`src/include/slc_pkg.sv`:
```
// Summary of operation
// - Pin threshold at reset, select bit picks DAC
// - DAC threshold from register, zero never flags
// - Flag loss when level below active threshold
// - Hysteresis defaults to three dB
// - Hysteresis programmable zero to seven dB
// - Selectable push-pull or open-drain, selectable polarity
// - Limiter bit disables offset cancellation loop
// - Detected level readable as binary register
// - Manual bandwidth settings override automatic loop
// - Reset returns all registers to defaults
`default_nettype none
package slc_pkg;

    // ------------------------------------------------------------
    // Register offsets
    // ------------------------------------------------------------
    localparam logic [7:0] ADDR_LEVEL    = 8'h0a;
    localparam logic [7:0] ADDR_LOSS_CFG = 8'h10;
    localparam logic [7:0] ADDR_LOSS_THR = 8'h11;
    localparam logic [7:0] ADDR_LIM_CFG  = 8'h12;

    // ------------------------------------------------------------
    // Field positions
    // ------------------------------------------------------------
    localparam int LOSS_SRC_BIT  = 0;
    localparam int LOSS_HYST_LSB = 1;
    localparam int LOSS_HYST_MSB = 3;
    localparam int LOSS_PP_BIT   = 4;
    localparam int LOSS_POL_BIT  = 5;
    localparam int LIM_OFS_BIT   = 0;
    localparam int LIM_BWM_BIT   = 1;
    localparam int LIM_BW_LSB    = 2;
    localparam int LIM_BW_MSB    = 5;

    // ------------------------------------------------------------
    // Reset values
    // ------------------------------------------------------------
    localparam logic [7:0] LOSS_CFG_RST = 8'h06;
    localparam logic [7:0] LOSS_THR_RST = 8'h00;
    localparam logic [7:0] LIM_CFG_RST  = 8'h00;
    localparam logic [7:0] LEVEL_RST    = 8'h00;

    // ------------------------------------------------------------
    // Serial bus and comparator constants
    // ------------------------------------------------------------
    // Bus address value is arbitrary
    localparam logic [6:0] DEV_ADDR    = 7'h2a;
    localparam logic [3:0] BYTE_BITS   = 4'h8;
    // Level codes per dB of hysteresis, a plain default
    localparam logic [9:0] HYST_STEP   = 10'h004;

    // ------------------------------------------------------------
    // Types
    // ------------------------------------------------------------
    typedef struct packed {
        logic       valid;
        logic [7:0] addr;
        logic [7:0] data;
    } slc_wr_t;

    typedef struct packed {
        logic out;
        logic oe;
    } slc_pin_t;

    typedef enum logic [2:0] {
        ST_IDLE      = 3'h0,
        ST_ADDR      = 3'h1,
        ST_ADDR_ACK  = 3'h2,
        ST_WRITE     = 3'h3,
        ST_WRITE_ACK = 3'h4,
        ST_READ      = 3'h5,
        ST_READ_ACK  = 3'h6
    } slc_i2c_state_t;

endpackage : slc_pkg
`default_nettype wire

```
`src/verilog/slc_loss_compare.sv`:
```
`default_nettype none
module slc_loss_compare (
    // Clock and control
    input  wire logic       sys_clk,
    input  wire logic       rst_b,
    input  wire logic       ce,
    // Comparison inputs
    input  wire logic [7:0] level,
    input  wire logic [7:0] threshold,
    input  wire logic [2:0] hyst_db,
    // Result
    output logic            loss
);
    import slc_pkg::*;

    logic [9:0] release_level;

    // Release point sits above the threshold by the hysteresis span
    assign release_level = {2'b00, threshold} + (10'(hyst_db) * HYST_STEP);

    always_ff @(posedge sys_clk) begin
        if (!rst_b) begin
            loss <= 1'b0;
        end else if (ce) begin
            if (threshold == 8'h00) begin
                loss <= 1'b0;
            end else if (!loss && (level < threshold)) begin
                loss <= 1'b1;
            end else if (loss && ({2'b00, level} >= release_level)) begin
                loss <= 1'b0;
            end
        end
    end

    // ------------------------------------------------------------
    // Checks
    // ------------------------------------------------------------
    a_zero_thr_quiet: assert property (@(posedge sys_clk) disable iff (!rst_b)
        ce && threshold == 8'h00 |=> !loss)
        else $error("loss flagged with zero threshold");

    a_loss_set: assert property (@(posedge sys_clk) disable iff (!rst_b)
        ce && threshold != 8'h00 && level < threshold |=> loss)
        else $error("loss not flagged below threshold");

    a_hyst_hold: assert property (@(posedge sys_clk) disable iff (!rst_b)
        ce && loss && threshold != 8'h00 && {2'b00, level} < release_level |=> loss)
        else $error("loss released inside hysteresis band");

    a_loss_release: assert property (@(posedge sys_clk) disable iff (!rst_b)
        ce && loss && {2'b00, level} >= release_level |=> !loss)
        else $error("loss not released above band");

    c_loss_rise: cover property (@(posedge sys_clk) disable iff (!rst_b)
        !loss ##1 loss);

endmodule : slc_loss_compare
`default_nettype wire

```
`src/verilog/slc_pin_sync.sv`:
```
`default_nettype none
module slc_pin_sync #(
    parameter int               WIDTH = 1,
    parameter logic [WIDTH-1:0] INIT  = '0
) (
    // Clock and control
    input  wire logic             sys_clk,
    input  wire logic             rst_b,
    input  wire logic             ce,
    // Pins
    input  wire logic [WIDTH-1:0] din,
    output logic      [WIDTH-1:0] dout
);
    import slc_pkg::*;

    logic [WIDTH-1:0] s1;
    logic [WIDTH-1:0] s2;
    logic [WIDTH-1:0] s3;

    always_ff @(posedge sys_clk) begin
        if (!rst_b) begin
            s1 <= INIT;
            s2 <= INIT;
            s3 <= INIT;
        end else if (ce) begin
            s1 <= din;
            s2 <= s1;
            s3 <= s2;
        end
    end

    // ------------------------------------------------------------
    // Per-bit agreement filter; a one-cycle glitch never passes
    // ------------------------------------------------------------
    for (genvar i = 0; i < WIDTH; i++) begin : g_bit
        always_ff @(posedge sys_clk) begin
            if (!rst_b) begin
                dout[i] <= INIT[i];
            end else if (ce && (s2[i] == s3[i])) begin
                dout[i] <= s3[i];
            end
        end
    end

endmodule : slc_pin_sync
`default_nettype wire

```
`src/verilog/slc_signal_loss_detect_config.sv`:
```
`default_nettype none
module slc_signal_loss_detect_config (
    // Clock, reset and enable
    input  wire logic              sys_clk,
    input  wire logic              rst_b,
    input  wire logic              ce,
    // Two-wire serial bus
    input  wire logic              scl_in,
    input  wire logic              sda_in,
    output var  slc_pkg::slc_pin_t sda_pin,
    // Level detector and threshold pin
    input  wire logic [7:0]        level_detect,
    input  wire logic [7:0]        pin_threshold,
    output logic      [7:0]        active_threshold,
    // Loss indication
    output var  slc_pkg::slc_pin_t signal_loss_flag_pin,
    output logic                   signal_loss_flag,
    // Limiter controls
    output logic                   offset_cancel_disable,
    output logic                   bw_manual_en,
    output logic      [3:0]        bw_manual_setting
);
    import slc_pkg::*;

    // ------------------------------------------------------------
    // Declarations
    // ------------------------------------------------------------
    logic [1:0]     bus_sync;
    logic           scl_s;
    logic           sda_s;
    logic           scl_q;
    logic           sda_q;
    logic           scl_rise;
    logic           scl_fall;
    logic           bus_start;
    logic           bus_stop;
    slc_i2c_state_t bus_state;
    logic [3:0]     bit_cnt;
    logic [7:0]     shift;
    logic [7:0]     tx;
    logic [7:0]     ptr;
    logic           ptr_valid;
    logic           read_mode;
    logic           nack;
    slc_wr_t        wr_req;
    slc_pin_t       next_sda;
    logic [7:0]     loss_cfg;
    logic [7:0]     loss_thr;
    logic [7:0]     lim_cfg;
    logic [7:0]     level_readout;
    logic           pin_level;

    // Register read decode, shared by first and following read bytes
    function automatic logic [7:0] reg_read(input logic [7:0] addr);
        case (addr)
            ADDR_LEVEL:    reg_read = level_readout;
            ADDR_LOSS_CFG: reg_read = loss_cfg;
            ADDR_LOSS_THR: reg_read = loss_thr;
            ADDR_LIM_CFG:  reg_read = lim_cfg;
            default:       reg_read = 8'h00;
        endcase
    endfunction : reg_read

    // ------------------------------------------------------------
    // Bus pin conditioning
    // ------------------------------------------------------------
    slc_pin_sync #(
        .WIDTH (2),
        .INIT  (2'h3)
    ) u_bus_sync (
        .sys_clk (sys_clk),
        .rst_b   (rst_b),
        .ce      (ce),
        .din     ({scl_in, sda_in}),
        .dout    (bus_sync)
    );

    assign scl_s     = bus_sync[1];
    assign sda_s     = bus_sync[0];
    assign scl_rise  = scl_s && !scl_q;
    assign scl_fall  = !scl_s && scl_q;
    assign bus_start = scl_s && scl_q && sda_q && !sda_s;
    assign bus_stop  = scl_s && scl_q && !sda_q && sda_s;

    always_ff @(posedge sys_clk) begin
        if (!rst_b) begin
            scl_q <= 1'b1;
            sda_q <= 1'b1;
        end else if (ce) begin
            scl_q <= scl_s;
            sda_q <= sda_s;
        end
    end

    // ------------------------------------------------------------
    // Serial bus engine
    // ------------------------------------------------------------
    always_ff @(posedge sys_clk) begin
        if (!rst_b) begin
            bus_state <= ST_IDLE;
            bit_cnt   <= 4'h0;
            shift     <= 8'h00;
            tx        <= 8'h00;
            ptr       <= 8'h00;
            ptr_valid <= 1'b0;
            read_mode <= 1'b0;
            nack      <= 1'b0;
            wr_req    <= '0;
        end else if (ce) begin
            wr_req.valid <= 1'b0;
            if (bus_start) begin
                bus_state <= ST_ADDR;
                bit_cnt   <= 4'h0;
            end else if (bus_stop) begin
                bus_state <= ST_IDLE;
            end else begin
                case (bus_state)
                    ST_ADDR, ST_WRITE: begin
                        if (scl_rise) begin
                            shift   <= {shift[6:0], sda_s};
                            bit_cnt <= bit_cnt + 4'h1;
                        end else if (scl_fall && (bit_cnt == BYTE_BITS)) begin
                            bit_cnt <= 4'h0;
                            if (bus_state == ST_ADDR) begin
                                if (shift[7:1] == DEV_ADDR) begin
                                    read_mode <= shift[0];
                                    bus_state <= ST_ADDR_ACK;
                                    if (!shift[0]) begin
                                        ptr_valid <= 1'b0;
                                    end
                                end else begin
                                    bus_state <= ST_IDLE;
                                end
                            end else begin
                                bus_state <= ST_WRITE_ACK;
                                if (!ptr_valid) begin
                                    ptr       <= shift;
                                    ptr_valid <= 1'b1;
                                end else begin
                                    wr_req.valid <= 1'b1;
                                    wr_req.addr  <= ptr;
                                    wr_req.data  <= shift;
                                    ptr          <= ptr + 8'h01;
                                end
                            end
                        end
                    end
                    ST_ADDR_ACK, ST_WRITE_ACK: begin
                        if (scl_fall) begin
                            if (read_mode) begin
                                bus_state <= ST_READ;
                                tx        <= reg_read(ptr);
                                ptr       <= ptr + 8'h01;
                            end else begin
                                bus_state <= ST_WRITE;
                            end
                        end
                    end
                    ST_READ: begin
                        if (scl_fall) begin
                            if (bit_cnt == (BYTE_BITS - 4'h1)) begin
                                bus_state <= ST_READ_ACK;
                                bit_cnt   <= 4'h0;
                            end else begin
                                tx      <= {tx[6:0], 1'b0};
                                bit_cnt <= bit_cnt + 4'h1;
                            end
                        end
                    end
                    ST_READ_ACK: begin
                        if (scl_rise) begin
                            nack <= sda_s;
                        end else if (scl_fall) begin
                            if (nack) begin
                                bus_state <= ST_IDLE;
                            end else begin
                                bus_state <= ST_READ;
                                tx        <= reg_read(ptr);
                                ptr       <= ptr + 8'h01;
                            end
                        end
                    end
                    default: begin
                        bus_state <= ST_IDLE;
                    end
                endcase
            end
        end
    end

    // Data line is open drain: only ever pulled low
    always_comb begin
        next_sda.out = 1'b0;
        next_sda.oe  = 1'b0;
        case (bus_state)
            ST_ADDR_ACK:  next_sda.oe = 1'b1;
            ST_WRITE_ACK: next_sda.oe = 1'b1;
            ST_READ:      next_sda.oe = !tx[7];
            default:      next_sda.oe = 1'b0;
        endcase
    end

    always_ff @(posedge sys_clk) begin
        if (!rst_b) begin
            sda_pin <= '0;
        end else if (ce) begin
            sda_pin <= next_sda;
        end
    end

    // ------------------------------------------------------------
    // Register bank
    // ------------------------------------------------------------
    // Writes to the readout or unmapped offsets are dropped
    always_ff @(posedge sys_clk) begin
        if (!rst_b) begin
            loss_cfg      <= LOSS_CFG_RST;
            loss_thr      <= LOSS_THR_RST;
            lim_cfg       <= LIM_CFG_RST;
            level_readout <= LEVEL_RST;
        end else if (ce) begin
            level_readout <= level_detect;
            if (wr_req.valid) begin
                case (wr_req.addr)
                    ADDR_LOSS_CFG: loss_cfg <= wr_req.data;
                    ADDR_LOSS_THR: loss_thr <= wr_req.data;
                    ADDR_LIM_CFG:  lim_cfg  <= wr_req.data;
                    default:       loss_cfg <= loss_cfg;
                endcase
            end
        end
    end

    // ------------------------------------------------------------
    // Threshold source and comparator
    // ------------------------------------------------------------
    always_ff @(posedge sys_clk) begin
        if (!rst_b) begin
            active_threshold <= 8'h00;
        end else if (ce) begin
            active_threshold <= loss_cfg[LOSS_SRC_BIT] ? loss_thr : pin_threshold;
        end
    end

    slc_loss_compare u_compare (
        .sys_clk   (sys_clk),
        .rst_b     (rst_b),
        .ce        (ce),
        .level     (level_detect),
        .threshold (active_threshold),
        .hyst_db   (loss_cfg[LOSS_HYST_MSB:LOSS_HYST_LSB]),
        .loss      (signal_loss_flag)
    );

    // ------------------------------------------------------------
    // Loss pin and limiter controls
    // ------------------------------------------------------------
    // Polarity bit clear means the pin goes low on loss
    assign pin_level = !(signal_loss_flag ^ loss_cfg[LOSS_POL_BIT]);

    always_ff @(posedge sys_clk) begin
        if (!rst_b) begin
            signal_loss_flag_pin <= '0;
        end else if (ce) begin
            if (loss_cfg[LOSS_PP_BIT]) begin
                signal_loss_flag_pin.out <= pin_level;
                signal_loss_flag_pin.oe  <= 1'b1;
            end else begin
                signal_loss_flag_pin.out <= 1'b0;
                signal_loss_flag_pin.oe  <= !pin_level;
            end
        end
    end

    always_ff @(posedge sys_clk) begin
        if (!rst_b) begin
            offset_cancel_disable <= 1'b0;
            bw_manual_en          <= 1'b0;
            bw_manual_setting     <= 4'h0;
        end else if (ce) begin
            offset_cancel_disable <= lim_cfg[LIM_OFS_BIT];
            bw_manual_en          <= lim_cfg[LIM_BWM_BIT];
            bw_manual_setting     <= lim_cfg[LIM_BW_MSB:LIM_BW_LSB];
        end
    end

    // ------------------------------------------------------------
    // Checks
    // ------------------------------------------------------------
    a_src_pin: assert property (@(posedge sys_clk) disable iff (!rst_b)
        ce && !loss_cfg[LOSS_SRC_BIT] |=> active_threshold == $past(pin_threshold))
        else $error("pin threshold not selected");

    a_src_dac: assert property (@(posedge sys_clk) disable iff (!rst_b)
        ce && loss_cfg[LOSS_SRC_BIT] |=> active_threshold == $past(loss_thr))
        else $error("register threshold not selected");

    a_od_drive: assert property (@(posedge sys_clk) disable iff (!rst_b)
        ce && !loss_cfg[LOSS_PP_BIT] && !loss_cfg[LOSS_POL_BIT]
        |=> !signal_loss_flag_pin.out && signal_loss_flag_pin.oe == $past(signal_loss_flag))
        else $error("open drain active low drive wrong");

    a_pp_drive: assert property (@(posedge sys_clk) disable iff (!rst_b)
        ce && loss_cfg[LOSS_PP_BIT]
        |=> signal_loss_flag_pin.oe
            && signal_loss_flag_pin.out == ($past(signal_loss_flag) ~^ $past(loss_cfg[5])))
        else $error("push pull drive wrong");

    a_offset_write: assert property (@(posedge sys_clk) disable iff (!rst_b)
        ce && wr_req.valid && wr_req.addr == ADDR_LIM_CFG ##1 ce
        |=> offset_cancel_disable == $past(wr_req.data[0], 2))
        else $error("offset disable not following write");

    a_bw_write: assert property (@(posedge sys_clk) disable iff (!rst_b)
        ce && wr_req.valid && wr_req.addr == ADDR_LIM_CFG ##1 ce
        |=> bw_manual_en == $past(wr_req.data[1], 2))
        else $error("bandwidth override not following write");

    a_readout_track: assert property (@(posedge sys_clk) disable iff (!rst_b)
        ce |=> level_readout == $past(level_detect))
        else $error("level readout stale");

    a_reset_default: assert property (@(posedge sys_clk)
        !rst_b |=> loss_cfg == LOSS_CFG_RST && loss_thr == LOSS_THR_RST
                   && loss_cfg[LOSS_HYST_MSB:LOSS_HYST_LSB] == 3'h3 && !signal_loss_flag)
        else $error("reset defaults wrong");

    a_unmapped_drop: assert property (@(posedge sys_clk) disable iff (!rst_b)
        ce && wr_req.valid && wr_req.addr == ADDR_LEVEL |=> $stable(loss_cfg) && $stable(lim_cfg))
        else $error("write to readout disturbed config");

    c_dac_select: cover property (@(posedge sys_clk) disable iff (!rst_b)
        loss_cfg[LOSS_SRC_BIT] && signal_loss_flag);

    c_read_byte: cover property (@(posedge sys_clk) disable iff (!rst_b)
        bus_state == ST_READ ##[1:400] bus_state == ST_READ_ACK);

    c_reg_write: cover property (@(posedge sys_clk) disable iff (!rst_b)
        wr_req.valid && wr_req.addr == ADDR_LOSS_CFG);

endmodule : slc_signal_loss_detect_config
`default_nettype wire
```
`config.mk`:
```
export PLATFORM = sky130hd
export DESIGN_NAME = slc_signal_loss_detect_config
export DESIGN_NICKNAME = d
export VERILOG_FILES = /design/src/include/slc_pkg.sv /design/src/verilog/slc_loss_compare.sv /design/src/verilog/slc_pin_sync.sv /design/src/verilog/slc_signal_loss_detect_config.sv
export SDC_FILE = /design/constraint.sdc
export NUM_CORES = 1
export LEC_CHECK = 0
export BUFFER_PORTS_ARGS = -buffer_cell sky130_fd_sc_hd__clkbuf_2
export CAP_MARGIN = 20
export CORE_ASPECT_RATIO = 0.9
export CORE_MARGIN = 8
export CORE_UTILIZATION = 40
export DETAILED_ROUTE_END_ITERATION = 6
export MAX_ROUTING_LAYER = met4
export PLACE_DENSITY = 0.54
export REMOVE_ABC_BUFFERS = 1
export SLEW_MARGIN = 20
export SYNTH_ARGS = -nofsm -noshare
export SYNTH_HDL_FRONTEND = slang
export SYNTH_SLANG_ARGS = --single-unit
```
`constraint.sdc`:
```
create_clock -name sys_clk -period 2.7 [get_ports sys_clk]
set_input_delay 0.27 -clock sys_clk [delete_from_list [all_inputs] [get_ports sys_clk]]
set_output_delay 0.27 -clock sys_clk [all_outputs]
set_load 0.005 [all_outputs]
```
Yosys cells after proc, flatten, opt, wreduce, memory -nomap -nowiden
Index checks and enable logic that the tools add are counted.
{"block": "op_classes", "n_addsub": 3, "magnitude_cmp": 2, "eq_ne": 40, "mux": 56, "bitwise": 5, "n_reduce_logical": 39}
{"operator": "$mux W8", "n": 17}
{"operator": "$mux W17", "n": 7}
{"operator": "$eq A8 B5 Y1 const B", "n": 6}
{"operator": "$pmux W8 S3", "n": 2}
{"operator": "$mux W3", "n": 12}
{"operator": "$pmux W8 S4", "n": 1}
{"operator": "$reduce_and A8 Y1", "n": 4}
{"operator": "$ne A4 B4 Y1 const B", "n": 7}
{"operator": "$mux W4", "n": 6}
{"operator": "$ne A2 B2 Y1 const B", "n": 10}
{"operator": "$reduce_and A5 Y1", "n": 3}
{"operator": "$logic_and A1 B1 Y1", "n": 12}
{"operator": "$pmux W3 S4", "n": 1}
{"operator": "$reduce_and A12 Y1", "n": 1}
{"operator": "$reduce_bool A3 Y1", "n": 4}
{"operator": "$reduce_and A11 Y1", "n": 1}
{"operator": "$ge A8 B10 Y1", "n": 1}
{"operator": "$add A8 B5 Y9", "n": 1}
{"operator": "$eq A3 B3 Y1 const B", "n": 3}
{"operator": "$reduce_and A3 Y1", "n": 3}
{"operator": "$add A8 B1 Y8 const B", "n": 1}
{"operator": "$eq A8 B4 Y1 const B", "n": 1}
{"operator": "$logic_not A8 Y1", "n": 1}
{"operator": "$lt A8 B8 Y1", "n": 1}
{"operator": "other kinds (19)", "n": 39}
{"block": "totals", "reg_bits": 111, "inputBits": 21, "out_inout_bits": 19, "elab_cells": 175}

Depth between registers and ports, before layout
{"block": "logic_depth", "word_depth": 8, "mapped_depth": 11, "mapped_depth_nobuf": 11}

Hierarchy
A second synthesis with hierarchy kept.
{"block": "unflattened", "hier_cells": 633, "hier_area_um2": 5680.4}
{"module": "slc_signal_loss_detect_config", "n_inst": 1, "cells_per_inst": 539, "area_each_um2": 4835.9, "seq_area_each_um2": 2042.0}
{"module": "slc_loss_compare", "n_inst": 1, "cells_per_inst": 65, "area_each_um2": 525.5, "seq_area_each_um2": 20.0}
{"module": "slc_pin_sync", "n_inst": 1, "cells_per_inst": 29, "area_each_um2": 319.1, "seq_area_each_um2": 160.2}

Worst setup path after synthesis
No wires, ideal clock.
{"block": "synth_timing", "path_kind": "reg-to-reg", "start": "register active_threshold[3]", "end": "register u_compare.loss", "setup_ns": 0.060, "arrival_time_ns": 2.195, "required_time_ns": 2.640, "slack_ns": 0.445, "path_stages_with_launch": 11, "n_path_buf": 0, "period_less_slack_ns": 2.255, "cell_sequence": "dfxtp_1 > ha_1 > a21o_1 > a21oi_1 > nor3_1 > xnor2_1 > ha_1 > a211oi_1 > o21ai_0 > o2111ai_1 > o2111a_1"}
{"block": "synth_via", "elab_chain_cells": 5, "word_cells_on_any_way": 10, "classes_between": "add/sub (1); order compare (2); mux (2); reduce/logical (5)"}
{"item": "start, declared", "line": "slc_signal_loss_detect_config.sv:14", "text": "output logic [7:0] active_threshold,"}
{"item": "start signal, assigned", "line": "slc_signal_loss_detect_config.sv:241", "text": "active_threshold <= loss_cfg[LOSS_SRC_BIT] ? loss_thr : pin_threshold;"}
{"item": "$add A8 B5 Y9", "line": "slc_loss_compare.sv:19", "text": "assign release_level = {2'b00, threshold} + (10'(hyst_db) * HYST_STEP);"}
{"item": "$ge A8 B10 Y1", "line": "slc_loss_compare.sv:29", "text": "end else if (loss && ({2'b00, level} >= release_level)) begin"}
{"item": "$logic_and A1 B1 Y1", "line": "slc_loss_compare.sv:29"}
{"item": "$reduce_bool A3 Y1 (no line)"}
{"item": "$reduce_and A2 Y1 (no line)"}
{"item": "end signal, assigned", "line": "slc_loss_compare.sv:26", "text": "loss <= 1'b0;"}
{"item": "end signal, assigned", "line": "slc_loss_compare.sv:28", "text": "loss <= 1'b1;"}
{"item": "end signal, assigned", "line": "slc_loss_compare.sv:30", "text": "loss <= 1'b0;"}
{"item": "end, declared", "line": "slc_loss_compare.sv:12", "text": "output logic loss"}
Several ways; a longest one is shown, not always the timed one.
A chain may end at the register's enable or synchronous reset.

Worst setup path after layout
Ends and elaborated chain as after synthesis.

==> qor.yml <==
wl_um: 14400
hold_violations: 0
dp_hpwl_um: 10300
worstHoldPathType: "primary input to register"
start_util: 0.410
register_area_mm2: 0.00222
fin_cells: 847
multiInputGateArea_mm2: 0.00320
timing.slew.headroom: 0.594
grt_pass1_wl_um: 23700
syn_avg_cell_area_um2: 9.12
critPathLaunch: "active_threshold[3]"
critPathMaxFanout: 6
async_flop_share: 0
antenna_found_initial: 0
place_ws_ns: 0.286
ctsResizeCount: 0
path_clk_slew_ns: 0.07
portBuffers: 38
r2r-start: "active_threshold[3]"
grt_max_degree: 46
finClkSkew_ns: 0.00666
numCtsBuffers: 9
powerDensity_mw_per_mm2: 527
yosys.area.top_type: "dfxtp_1"
finalMaxSlewViolations: 0
synth_common_cells: "111 x dfxtp_1, 85 x mux2i_1, 82 x nor2_1"
cp_data_arrival_time_ns: 2.73
die_height_um: 130
nFillCells: 1367
nets: 694
placed_cells: 831
fin_ws_ns: 0.275
yosysWarnings: 0
ioPinCount: 40
place_congestion: 0.899
ys_seq_elements: 111
cts_setup_buffers: 0
post_drt_wl_per_cell_um: 17.0
firstDrtPassIters: 6
cts_tree: "built"
yosysMostFrequentCell: "dfxtp_1"
rsz0062_at_grt: "no"
clkLatencyLatePin_ns: 0.36
finalSetupViolCount: 0
worstSetupEndpointType: "register"
grt_pass1_vias: 4457
htree_levels: 3
cts.path.max_buffers: 2
tightestPinTransition_ns: 0.608
cts_hold_buffers: 0
drc: 0
path_buf_inv: 0
gr-usage-all-layers: 0.166
leakage_nw: 2.46
synth_cell_types: 76
cpMostUsedCell: "ha_1"
core_area_mm2: 0.0141
drtIter0Drc: 361
min_from: "scl_in"
critPathTopFamily: "compound AO/OA/AOI/OAI gates"
seq_area_frac_synth: 0.386
syn_inst: 632
ant_nets: 0
synth_ff_type: "dfxtp_1"
fmax_mhz: 412
die_area_mm2: 0.0185
netlist_area_mm2: 0.00576
period_minus_slack_ns: 2.42
vias: 4639
fin_setup_tns_ns: 0
cap_violations: 0
die_w_um: 143
antennaDiodeCount: 0
cts_sinks: 111
areaGrowthSynthToFinish_pct: 10.5
vdd_drop_max_uv: 395
outcome: "finished, final reports clean"
layout-drive-gt1-share: 0.119
slowest_stage: "dfxtp_1"
finalPower_mw: 3.36
grt_overflow: 0
period_share: 0.898
fp-row-count: 41
synth_top_area_frac: 0.386
path_cells: "ha_1, a21o_1, a21oi_1, nor3_1, xnor2_1, ha_1, a211oi_1, o21ai_0, o2111ai_1, o2111a_1"
viasPerCell: 5.48
worstSetupPathType: "register to register"
synth-edff-count: 0
synth_area_leaders: "dfxtp_1 39%, mux2i_1 15%, nor2_1 5.3%"
cts-root-buf: "clkbuf_16"
cpPeakStageDelay_ns: 0.46
worstSetupStartpointType: "register"
worstPathRequired_ns: 3.00
-- cells by family after synthesis --
group / Yosys count / share of synthesized area
and+or+nand+nor: 197 / 0.173
adders and majority gates: 24 / 0.0534
muxes: 86 / 0.150
AOI/OAI and AO/OA: 139 / 0.168
xor gates and xnor gates: 7 / 0.0106
DFF: 111 / 0.386
buffers and inverters: 67 / 0.0597
other: 1 / 0.000651
-- state kept, by name, summed over array words and instances (netlist names), 8 cells and up --
register and cells:
shift 8, wr_req 17, tx 8, lim_cfg 8, ptr 8, level_readout 8, loss_cfg 8, active_threshold 8
loss_thr 8
-- cells in the final DEF (no fill, tap or decap), types with 9 or more instances in the layout --
| master | instances |
|---|---|
| nor2_1 | 82 |
| clkbuf_16 | 9 |
| clkbuf_2 | 38 |
| dfxtp_1 | 111 |
| o21ai_0 | 20 |
| o21ai_1 | 9 |
| mux2i_1 | 85 |
| ha_1 | 23 |
| a211oi_1 | 18 |
| a21oi_1 | 29 |
| inv_1 | 20 |
| buf_4 | 13 |
| nand2_1 | 40 |
-- path summary, 6_finish.rpt --
path         slack, ns  depth (start not counted)               end
min reg2reg       0.47                          2  u_bus_sync.s3[1]
min               0.12                          3  u_bus_sync.s1[1]
max reg2reg       0.28                         10    u_compare.loss
max               0.28                         10    u_compare.loss
-- power by group --
group | total (mW) | switching, mW | internal (mW) | leakage [nW]
Combinational | 0.223 | 0.127 | 0.0952 | 1.41
Clock | 1.45 | 0.613 | 0.840 | 0.156
Sequential | 1.68 | 0.0254 | 1.66 | 0.899
Total | 3.36 | 0.766 | 2.59 | 2.46
-- metrics by stage --
| step | util | hold slack [ns] | instance area, µm² |
|---|---|---|---|
| 3_5_place_dp | 0.430 | 0.458 | 6050 |
| 2_1_floorplan | - | 0.332 | 5500 |
| 4_1_cts | 0.453 | 0.112 | 6370 |
| 5_1_grt | 0.453 | 0.138 | 6370 |
| 3_3_place_gp | 0.430 | 0.450 | 6050 |
| 6_report | 0.453 | 0.123 | 6370 |
-- cell type report --
type | instances | area share
clock buffer | 11 | 0.0381
multi-input combinational | 454 | 0.502
tap | 193 | 0.0379
inverter | 21 | 0.0124
sequential | 111 | 0.349
clock inverter | 5 | 0.0128
timing repair buffer | 52 | 0.0483
-- worst reg2reg max path, delay by kind of cell, from the launching register on --
kind / cells / cell delay [ns]
AOI/OAI and AO/OA: 6 / 1.10
xor gates and xnor gates: 1 / 0.18
adders and majority gates: 2 / 0.55
DFF: 1 / 0.46
and+or+nand+nor: 1 / 0.09
-- metal layers --
metal | global-route usage | wire, µm | vias up
li1 | - | - | 2312
met1 | 0.211 | 6910 | 2186
met2 | 0.260 | 6420 | 124
met3 | 0.0409 | 839 | 17
met4 | 0.0437 | 252 | 0
met5 | - | 0 | -
Note: power is estimated with default switching activity, not from simulation.
